**config.mk**
```make
export PLATFORM = sky130hd
export DESIGN_NAME = vsir_top
export DESIGN_NICKNAME = d
export VERILOG_FILES = /design/src/inc/vsir_pkg.sv /design/src/core/vsir_part_entry.sv /design/src/core/vsir_top.sv
export SDC_FILE = /design/constraint.sdc
export NUM_CORES = 1
export LEC_CHECK = 0
export BUFFER_PORTS_ARGS = -buffer_cell sky130_fd_sc_hd__buf_2
export CAP_MARGIN = 15
export CORE_AREA = 2 2 159 161
export CTS_CLUSTER_DIAMETER = 100
export DETAILED_ROUTE_END_ITERATION = 12
export DIE_AREA = 0 0 161 163
export HOLD_SLACK_MARGIN = 0.08
export PLACE_DENSITY = 0.84
export REMOVE_ABC_BUFFERS = 1
export SYNTH_ARGS = -nofsm -noshare
export SYNTH_HDL_FRONTEND = slang
export SYNTH_HIERARCHICAL = 1
export SYNTH_SLANG_ARGS = --single-unit
```
**constraint.sdc**
```tcl
create_clock -name clk_in -period 5 [get_ports clk_in]
set_input_delay 1.25 -clock clk_in [delete_from_list [all_inputs] [get_ports clk_in]]
set_output_delay 1.25 -clock clk_in [all_outputs]
set_load 0.1 [all_outputs]
```
**src/inc/vsir_pkg.sv**
```systemverilog
// constants and types shared by the partition init/release logic
package vsir_pkg;

  localparam int NUM_PART = 4;

  // register offsets
  localparam logic [11:0] MPC_OFF = 12'h354;
  localparam logic [11:0] PEN_OFF = 12'h358;
  localparam logic [11:0] PUS_BASE = 12'h360;
  localparam logic [11:0] PUS_LAST = 12'h36C;
  localparam logic [11:0] PPM_BASE = 12'h380;
  localparam logic [11:0] PPM_LAST = 12'h38C;
  localparam logic [11:0] REL_OFF = 12'h3AC;

  // management port control fields
  localparam int MPC_ACT_EN_BIT = 5;
  localparam int MPC_RED_EN_BIT = 13;
  localparam int MPC_ACT_HI_BIT = 4;
  localparam int MPC_RED_HI_BIT = 12;
  localparam int MPC_RED_LO_POS = 8;
  localparam int REL_BIT = 0;

  // writable bits: ports reach only the RW bits, loaders also the RO ones
  localparam logic [31:0] MPC_PORT_MASK = 32'h0000_3777;
  localparam logic [31:0] MPC_LOAD_MASK = 32'h0000_F777;
  localparam logic [31:0] MPC_RO_MASK = 32'h0000_C000;
  localparam logic [31:0] PEN_MASK = 32'h0000_000F;
  localparam logic [31:0] PUS_MASK = 32'h0000_0017;
  localparam logic [31:0] PPM_MASK = 32'h00FF_000F;

  // reset values
  localparam logic [31:0] MPC_RESET = 32'h0000_0000;
  localparam logic [31:0] PEN_RESET = 32'h0000_0000;
  localparam logic [31:0] PUS_RESET = 32'h0000_0000;
  localparam logic [31:0] PPM_RESET = 32'h0000_0000;

  // i2c slave write time at the clock rate
  localparam int CLK_PERIOD_NS = 8;
  localparam int I2C_MAX_KHZ = 100;
  localparam int I2C_PERIOD_NS = 1000000 / I2C_MAX_KHZ;
  localparam int I2C_CLOCKS_PER_WRITE = 83;
  localparam int I2C_WRITE_NS = I2C_PERIOD_NS * I2C_CLOCKS_PER_WRITE;
  localparam int I2C_WRITE_CYCLES =
    (I2C_WRITE_NS + CLK_PERIOD_NS - 1) / CLK_PERIOD_NS;

  // which agent issues a register access
  typedef enum logic [1:0] {
    SRC_EEPROM,
    SRC_I2C,
    SRC_PORT,
    SRC_NONE
  } vsir_src_t;

endpackage : vsir_pkg

```
**src/core/vsir_part_entry.sv**
```systemverilog
// one partition table entry: upstream select, port mask and host view
`timescale 1ns/1ps
module vsir_part_entry (
  input wire logic clk_in,
  input wire logic sys_rst_in,
  input wire logic wr_upstream_in,
  input wire logic wr_mask_in,
  input wire logic [31:0] wdata_in,
  input wire logic show_in,
  output logic [31:0] upstream_out,
  output logic [31:0] mask_out,
  output logic [31:0] view_upstream_out,
  output logic [31:0] view_mask_out
);

  always_ff @(posedge clk_in) begin
    if (sys_rst_in) begin
      upstream_out <= vsir_pkg::PUS_RESET;
    end else if (wr_upstream_in) begin
      upstream_out <= wdata_in & vsir_pkg::PUS_MASK;
    end
  end

  always_ff @(posedge clk_in) begin
    if (sys_rst_in) begin
      mask_out <= vsir_pkg::PPM_RESET;
    end else if (wr_mask_in) begin
      mask_out <= wdata_in & vsir_pkg::PPM_MASK;
    end
  end

  // a host sees its own ports only once released and enabled
  always_ff @(posedge clk_in) begin
    if (sys_rst_in) begin
      view_upstream_out <= 32'h0000_0000;
      view_mask_out <= 32'h0000_0000;
    end else begin
      view_upstream_out <= show_in ? upstream_out : 32'h0000_0000;
      view_mask_out <= show_in ? mask_out : 32'h0000_0000;
    end
  end
endmodule : vsir_part_entry

```
**src/core/vsir_top.sv**
```systemverilog
// partition init sequencer, strap latch, release hold and partition table
//
// Operation
// - i2c writes spaced by 83 bus clocks
// - eeprom first, then i2c, then management port
// - release bit lets held links train
// - i2c strap low: hold until i2c releases
// - i2c strap high: no wait on i2c
// - option one: management port trains first
// - option two: all ports train after eeprom
// - nonzero mode straps select partition mode
// - strapped mode can never be changed
// - partition table writable in partition mode
// - of the ports, only the active management port reaches table
// - management control survives hot reset
// - partition enable resets from mode straps
// - one upstream select per partition
// - released hosts see only own ports
// - loaders write read-only bits, ports cannot
// - control names active and redundant port
// - active enable resets to inverted strap
`timescale 1ns/1ps
module vsir_top #(
  parameter int I2C_WRITE_CYCLES = vsir_pkg::I2C_WRITE_CYCLES
) (
  input wire logic clk_in,
  input wire logic sys_rst_in,
  input wire logic hot_rst_in,
  input wire logic [1:0] switch_mode_straps_in,
  input wire logic mgmt_port_enable_strap_n_in,
  input wire logic bringup_option_strap_in,
  input wire logic i2c_cfg_strap_n_in,
  input wire logic [3:0] mgmt_port_sel_straps_in,
  input wire logic eeprom_done_in,
  input wire logic cfg_req_in,
  input wire logic cfg_wr_in,
  input wire logic [1:0] cfg_src_in,
  input wire logic [3:0] cfg_port_in,
  input wire logic [11:0] cfg_addr_in,
  input wire logic [31:0] cfg_wdata_in,
  output logic cfg_ack_out,
  output logic cfg_refused_out,
  output logic [31:0] cfg_rdata_out,
  output logic vs_mode_out,
  output logic released_out,
  output logic mgmt_train_en_out,
  output logic link_train_en_out,
  output logic [3:0] part_active_out,
  output logic [vsir_pkg::NUM_PART*32-1:0] part_upstream_out,
  output logic [vsir_pkg::NUM_PART*32-1:0] part_mask_out
);

  typedef enum logic [2:0] {
    ST_LATCH,
    ST_EEPROM,
    ST_I2C,
    ST_MGMT,
    ST_RELEASED
  } vsir_state_t;

  vsir_state_t state;
  vsir_state_t next_state;
  vsir_pkg::vsir_src_t src;
  logic i2c_cfg_n;
  logic bringup_opt;
  logic [31:0] mpc;
  logic [31:0] pen;
  logic [31:0] i2c_gap;
  logic [31:0] up_q [vsir_pkg::NUM_PART];
  logic [31:0] mask_q [vsir_pkg::NUM_PART];
  logic hit_mpc, hit_pen, hit_pus, hit_ppm, hit_rel;
  logic [1:0] pidx;
  logic [3:0] act_port, red_port;
  logic from_act, from_red, loader;
  logic acc_ok, tbl_lock, acc, wr, wr_mpc, rel_set;
  logic [31:0] mpc_mask;
  logic [31:0] rd;

  function automatic logic [3:0] pen_from_strap(input logic [1:0] s);
    case (s)
      2'h0: return 4'h1;
      2'h1: return 4'h3;
      2'h2: return 4'h7;
      default: return 4'hF;
    endcase
  endfunction : pen_from_strap

  assign src = vsir_pkg::vsir_src_t'(cfg_src_in);
  assign loader = (src == vsir_pkg::SRC_EEPROM) || (src == vsir_pkg::SRC_I2C);

  // address decode
  assign hit_mpc = cfg_addr_in == vsir_pkg::MPC_OFF;
  assign hit_pen = cfg_addr_in == vsir_pkg::PEN_OFF;
  assign hit_rel = cfg_addr_in == vsir_pkg::REL_OFF;
  assign hit_pus = cfg_addr_in >= vsir_pkg::PUS_BASE &&
    cfg_addr_in <= vsir_pkg::PUS_LAST && cfg_addr_in[1:0] == 2'h0;
  assign hit_ppm = cfg_addr_in >= vsir_pkg::PPM_BASE &&
    cfg_addr_in <= vsir_pkg::PPM_LAST && cfg_addr_in[1:0] == 2'h0;
  assign pidx = cfg_addr_in[3:2];

  // port identity from the management control register
  assign act_port = {mpc[vsir_pkg::MPC_ACT_HI_BIT], mpc[2:0]};
  assign red_port = {mpc[vsir_pkg::MPC_RED_HI_BIT],
    mpc[vsir_pkg::MPC_RED_LO_POS+2:vsir_pkg::MPC_RED_LO_POS]};
  assign from_act = src == vsir_pkg::SRC_PORT &&
    mpc[vsir_pkg::MPC_ACT_EN_BIT] && cfg_port_in == act_port;
  assign from_red = src == vsir_pkg::SRC_PORT &&
    mpc[vsir_pkg::MPC_RED_EN_BIT] && cfg_port_in == red_port;

  // who may reach what, in which phase of bring-up
  always_comb begin
    acc_ok = 1'b0;
    if (src == vsir_pkg::SRC_EEPROM) begin
      acc_ok = state == ST_EEPROM;
    end else if (src == vsir_pkg::SRC_I2C) begin
      acc_ok = i2c_gap == 32'h0000_0000 &&
        ((!i2c_cfg_n && (state == ST_I2C || state == ST_MGMT)) ||
        state == ST_RELEASED);
    end else if (src == vsir_pkg::SRC_PORT) begin
      if (state != ST_MGMT && state != ST_RELEASED) begin
        acc_ok = 1'b0;
      end else if (hit_mpc) begin
        acc_ok = from_act || from_red;
      end else if (hit_pen || hit_pus || hit_ppm || hit_rel) begin
        acc_ok = from_act;
      end else begin
        acc_ok = 1'b1;
      end
    end
  end

  // the table is frozen outside partition mode
  assign tbl_lock = !vs_mode_out && cfg_wr_in &&
    (hit_pen || hit_pus || hit_ppm);
  assign acc = cfg_req_in && acc_ok && !tbl_lock;
  assign wr = acc && cfg_wr_in;
  assign wr_mpc = wr && hit_mpc;
  assign mpc_mask = loader ? vsir_pkg::MPC_LOAD_MASK :
    vsir_pkg::MPC_PORT_MASK;

  // in the i2c phase only the i2c master, in the management phase the port or the i2c master, may lift the hold, and only with a 1
  assign rel_set = wr && hit_rel && cfg_wdata_in[vsir_pkg::REL_BIT] &&
    ((state == ST_I2C && src == vsir_pkg::SRC_I2C) ||
    (state == ST_MGMT && src != vsir_pkg::SRC_EEPROM));

  always_comb begin
    next_state = state;
    case (state)
      ST_LATCH: next_state = ST_EEPROM;
      ST_EEPROM: begin
        if (eeprom_done_in) begin
          if (!i2c_cfg_n) begin
            next_state = ST_I2C;
          end else if (mpc[vsir_pkg::MPC_ACT_EN_BIT] && !bringup_opt) begin
            next_state = ST_MGMT;
          end else begin
            next_state = ST_RELEASED;
          end
        end
      end
      ST_I2C: begin
        if (rel_set) begin
          next_state = (mpc[vsir_pkg::MPC_ACT_EN_BIT] && !bringup_opt) ?
            ST_MGMT : ST_RELEASED;
        end
      end
      ST_MGMT: begin
        if (rel_set) begin
          next_state = ST_RELEASED;
        end
      end
      default: next_state = ST_RELEASED;
    endcase
  end

  // hot reset reruns the load sequence but keeps the straps and sticky bits
  always_ff @(posedge clk_in) begin
    if (sys_rst_in) begin
      state <= ST_LATCH;
    end else if (hot_rst_in) begin
      state <= ST_EEPROM;
    end else begin
      state <= next_state;
    end
  end

  // straps are caught once, on the first edge after fundamental reset
  always_ff @(posedge clk_in) begin
    if (sys_rst_in) begin
      vs_mode_out <= 1'b0;
      i2c_cfg_n <= 1'b1;
      bringup_opt <= 1'b0;
    end else if (state == ST_LATCH) begin
      vs_mode_out <= switch_mode_straps_in != 2'h0;
      i2c_cfg_n <= i2c_cfg_strap_n_in;
      bringup_opt <= bringup_option_strap_in;
    end
  end

  // sticky: no hot reset term here
  always_ff @(posedge clk_in) begin
    if (sys_rst_in) begin
      mpc <= vsir_pkg::MPC_RESET;
    end else if (state == ST_LATCH) begin
      mpc <= {18'h0, 8'h00, !mgmt_port_enable_strap_n_in,
        mgmt_port_sel_straps_in[3], 1'b0, mgmt_port_sel_straps_in[2:0]};
    end else if (wr_mpc) begin
      mpc <= (mpc & ~mpc_mask) | (cfg_wdata_in & mpc_mask);
    end
  end

  always_ff @(posedge clk_in) begin
    if (sys_rst_in) begin
      pen <= vsir_pkg::PEN_RESET;
    end else if (state == ST_LATCH) begin
      pen <= {28'h0, pen_from_strap(switch_mode_straps_in)};
    end else if (wr && hit_pen) begin
      pen <= cfg_wdata_in & vsir_pkg::PEN_MASK;
    end
  end

  // the slave cannot take a new access before the last one could finish
  always_ff @(posedge clk_in) begin
    if (sys_rst_in) begin
      i2c_gap <= 32'h0000_0000;
    end else if (acc && src == vsir_pkg::SRC_I2C) begin
      i2c_gap <= 32'(I2C_WRITE_CYCLES - 1);
    end else if (i2c_gap != 32'h0000_0000) begin
      i2c_gap <= i2c_gap - 32'h0000_0001;
    end
  end

  always_comb begin
    rd = 32'h0000_0000;
    if (hit_mpc) begin
      rd = mpc;
    end else if (hit_pen) begin
      rd = pen;
    end else if (hit_pus) begin
      rd = up_q[pidx];
    end else if (hit_ppm) begin
      rd = mask_q[pidx];
    end else if (hit_rel) begin
      rd = {31'h0, state == ST_RELEASED};
    end
  end

  always_ff @(posedge clk_in) begin
    if (sys_rst_in) begin
      cfg_ack_out <= 1'b0;
      cfg_refused_out <= 1'b0;
      cfg_rdata_out <= 32'h0000_0000;
    end else begin
      cfg_ack_out <= acc;
      cfg_refused_out <= cfg_req_in && !acc;
      cfg_rdata_out <= (acc && !cfg_wr_in) ? rd : 32'h0000_0000;
    end
  end

  // link training gates
  always_ff @(posedge clk_in) begin
    if (sys_rst_in || hot_rst_in) begin
      mgmt_train_en_out <= 1'b0;
      link_train_en_out <= 1'b0;
      released_out <= 1'b0;
      part_active_out <= 4'h0;
    end else begin
      mgmt_train_en_out <= state == ST_MGMT || state == ST_RELEASED;
      link_train_en_out <= state == ST_RELEASED;
      released_out <= state == ST_RELEASED;
      part_active_out <= (state == ST_RELEASED) ? pen[3:0] : 4'h0;
    end
  end

  for (genvar i = 0; i < vsir_pkg::NUM_PART; i++) begin : g_part
    vsir_part_entry i_vsir_part_entry (
      .clk_in(clk_in),
      .sys_rst_in(sys_rst_in),
      .wr_upstream_in(wr && hit_pus && pidx == 2'(i)),
      .wr_mask_in(wr && hit_ppm && pidx == 2'(i)),
      .wdata_in(cfg_wdata_in),
      .show_in(state == ST_RELEASED && pen[i]),
      .upstream_out(up_q[i]),
      .mask_out(mask_q[i]),
      .view_upstream_out(part_upstream_out[i*32 +: 32]),
      .view_mask_out(part_mask_out[i*32 +: 32])
    );
  end
endmodule : vsir_top

```
==> impl_results.md <==
- Final WS setup: 0.911 ns
- Area growth from synthesis to layout: 3.04%
- Initial drt markers: 465
- Metal2 WL: 13,200 µm
- Sequential-to-total area share from yosys stat: 34.7%
- Kind of critical path: in2reg
- Layout cell share with drive strength beyond 1: roughly 22%
- Number of register bits inferred by synthesis: roughly 220
- RSZ-0062 raised after global routing: false
- Setup bufs post-CTS: 0
- Post-synth EDFFs: 0
- Clock Power Share: 33.1%
- CP Capture Type: register
- Clock-pin slew on the worst setup and hold paths: 0.06 ns
- Clock Latency Late Sink: 0.52 ns
- Crit path time final: 4.09 ns
- Post-Syn Area: between 0.01 and 0.015 mm²
- Fill cells: about 2,100
- Vias in the first global route: roughly 8,000
- Grt total ovfl: 0
- Crit start category: primary input
- Slew @ Worst Pin: 1.01 ns
- Die area: 0.0262 mm²
- H-tree depth: 1
- Post-CTS Resized: 0
- Layout Skew: 0.00956 ns
- RD Place Congestion: 0.849
- Die Y: 163 µm
- Largest net degree at the start of global routing: 81
- Area of the multi-input gates: 0.00657 mm²
- Root buffer cell: clkbuf_16
- Cts bufs inserted: 24
- Via Count: 8,293
- Setup slack at placement: 0.402 ns
- Vias per cell: 4.66
- Crit share post-route: between 80 and 90%
- Share of power burned in registers: roughly 37%
- Yosys warns: 6
- Initial cell density of the core: 52.1%
- # rows: 58
- IO buf count: 160
- Hold path start: bringup_opt
- Cts hold-fix bufs: 0
- First-pass GRT wire length: 41,300 µm
- Maximum vdd drop: 0.265 mV
- Final hold vios: 0
- Asr flop ratio synth: 0%
- Commonest non-fill, non-tap cell in the layout: conb_1
- HP Class: reg2reg
- Final net count: 1,499
- Max Cap Violations: 0
- Internal power: around 3.5 mW
- Switching Fraction: 37.0%
- Gate power share: 30.4%
- Core Area: between 0.02 and 0.025 mm²
- Detailed Route WL: 26,800 µm
- Fin. max-slew vios: 0
- Ant diodes: 0
- Leak pwr: 5.89 nW
- # IOs: 363
- GR Util All Layers: 19.8%
- DIE WIDTH: 161 µm
- CP arrival: about 4.5 ns
- Placed insts: 1,737
- Final TNS setup: 0 ns
- Antenna viol nets, final: 0
- Initial antenna violation count: 1
- Top sig layer: met5
- Register area: 0.00446 mm²
- CP Data Required Time: 5.36 ns
- Synth Instances: ~1,300
- Syn avg cell area: between 9 and 10 µm²
- Avg WL per Cell: roughly 15 µm
- Worst R2R Start: state[2]
- Pwr/cell area: 416 mW/mm²
- Most used flip-flop cell after synthesis: dfxtp_1
- Fin cells: 1,780
- Smallest hold slack: about 0.48 ns
- Setup violations, final: 0
- Met1 wire length: ~10,000 µm
- Worst slew margin: 32.6%
- Most frequent cells in the layout: conb_1, dfxtp_1, buf_2
- Fmax: 245 MHz
- Placed wire-length estimate: 19,100 µm
- WL met3: 2250 µm
- Drt pass-1 iters: 5
- CTS tree: done
- Status: complete, no violations
- CTS sink cnt: 223
- Crit path max fanout: 26
- DRC: 0
- Distinct cells, synth: 63
- Crit path launch: cfg_addr_in[3]
- P_sw: 2.04 mW
- CTS Buffer Depth: 3
==> routing by layer <==
layer / vias to the layer above / global-route usage, %
met2: 361 / 34.2
met1: 3938 / 24.1
met4: 2 / 7.83
met3: 74 / 4.38
li1: 3918 / -
met5: - / 0
==> Yosys cell counts (2+ instances only) <==
| cell | n | area, µm² |
|---|---|---|
| buf_4 | 386 | 2900 |
| dfxtp_1 | 223 | 4460 |
| nor2_1 | 150 | 563 |
| mux2i_1 | 80 | 801 |
| and2_1 | 72 | 450 |
| mux4_2 | 64 | 1440 |
| clkbuf_1 | 32 | 120 |
| xnor2_1 | 26 | 228 |
| a22oi_1 | 25 | 188 |
| a21oi_1 | 23 | 115 |
| nor3_1 | 23 | 115 |
| nand2_1 | 18 | 67.6 |
| buf_6 | 14 | 158 |
| nand2b_1 | 12 | 75.1 |
| nor4_1 | 11 | 68.8 |
| xor2_1 | 11 | 96.3 |
| a222oi_1 | 10 | 100 |
| inv_1 | 8 | 30.0 |
| a211oi_1 | 7 | 52.6 |
| o21ai_0 | 7 | 35.0 |
| buf_1 | 6 | 22.5 |
| buf_2 | 6 | 30.0 |
| or2_2 | 6 | 37.5 |
| or3_1 | 6 | 37.5 |
| nand3b_1 | 5 | 37.5 |
| nor3b_1 | 5 | 37.5 |
| clkbuf_2 | 4 | 20.0 |
| conb_1 | 4 | 15.0 |
| nor2b_4 | 4 | 55.1 |
| or4_1 | 4 | 30.0 |
| a31oi_1 | 3 | 18.8 |
| and3b_1 | 3 | 26.3 |
| nor2b_1 | 3 | 18.8 |
| or4_4 | 3 | 33.8 |
| nand3_1 | 2 | 10.0 |
| nor4_4 | 2 | 42.5 |
| o21a_1 | 2 | 15.0 |
| o21ba_2 | 2 | 20.0 |
==> critical path, stage by stage <==
cell	delay [ns]
buf_2	0.47
nand2_1	0.24
o21ai_0	0.52
a31o_2	0.28
o311a_1	0.35
o21ai_2	0.20
or2_2	0.38
nor3_2	0.13
buf_4	0.31
mux2i_1	0.23
nor2_1	0.06
==> final timing paths <==
kind / end / slack, ns / cells past startpoint
min: bringup_opt / 0.48 / 2
min reg2reg: bringup_opt / 0.48 / 2
max reg2reg: g_part[3].i_vsir_part_entry/mask_out[21] / 1.18 / 10
max: g_part[3].i_vsir_part_entry/mask_out[21] / 0.91 / 11
==> state kept, by name, indices dropped and copies added, names as in the netlist, 3 cells and up, named ones only <==
| name | cells |
|---|---|
| g_part.i_vsir_part_entry/view_upstream_out | 16 |
| cfg_rdata_out | 32 |
| i2c_gap | 32 |
| g_part.i_vsir_part_entry/upstream_out | 16 |
| pen | 4 |
| g_part.i_vsir_part_entry/mask_out | 48 |
| state | 3 |
| part_active_out | 4 |
| g_part.i_vsir_part_entry/view_mask_out | 48 |
| mpc | 11 |
==> cell type report <==
type / count / share of cell area (%)
well taps: 330 / 3.12
repair buffers: 178 / 7.11
flip-flops and latches: 223 / 33.7
clock inverters: 7 / 0.822
multi-input cells: 998 / 49.6
inverters: 8 / 0.227
clock buffers: 36 / 5.40
==> logic make-up after synthesis <==
logic type	synth area share, %
buf+inv	25.5
fa+ha+maj	0.0973
compound gates	5.44
other cells	0.117
flops	34.7
simple gates	14.0
xor+xnor	2.52
mux	17.5
==> per-stage QoR <==
step / util [%] / power [mW] / instance area [µm²]
finish: 53.7 / 5.51 / 13200
detailed placement: 50.3 / 3.70 / 12400
global route: 53.7 / 5.76 / 13200
floorplan: - / 3.46 / 11000
global placement: 50.3 / 3.65 / 12400
CTS: 53.7 / 5.53 / 13200
==> power groups by stage <==
stage	registers (mW)	logic [mW]	clock network, mW
floorplan	2.03	1.43	0
global placement	2.03	1.62	0
detailed placement	2.04	1.65	0
CTS	2.01	1.66	1.86
global route	2.03	1.80	1.93
finish	2.01	1.67	1.82
(Power assumes the default switching activity.)
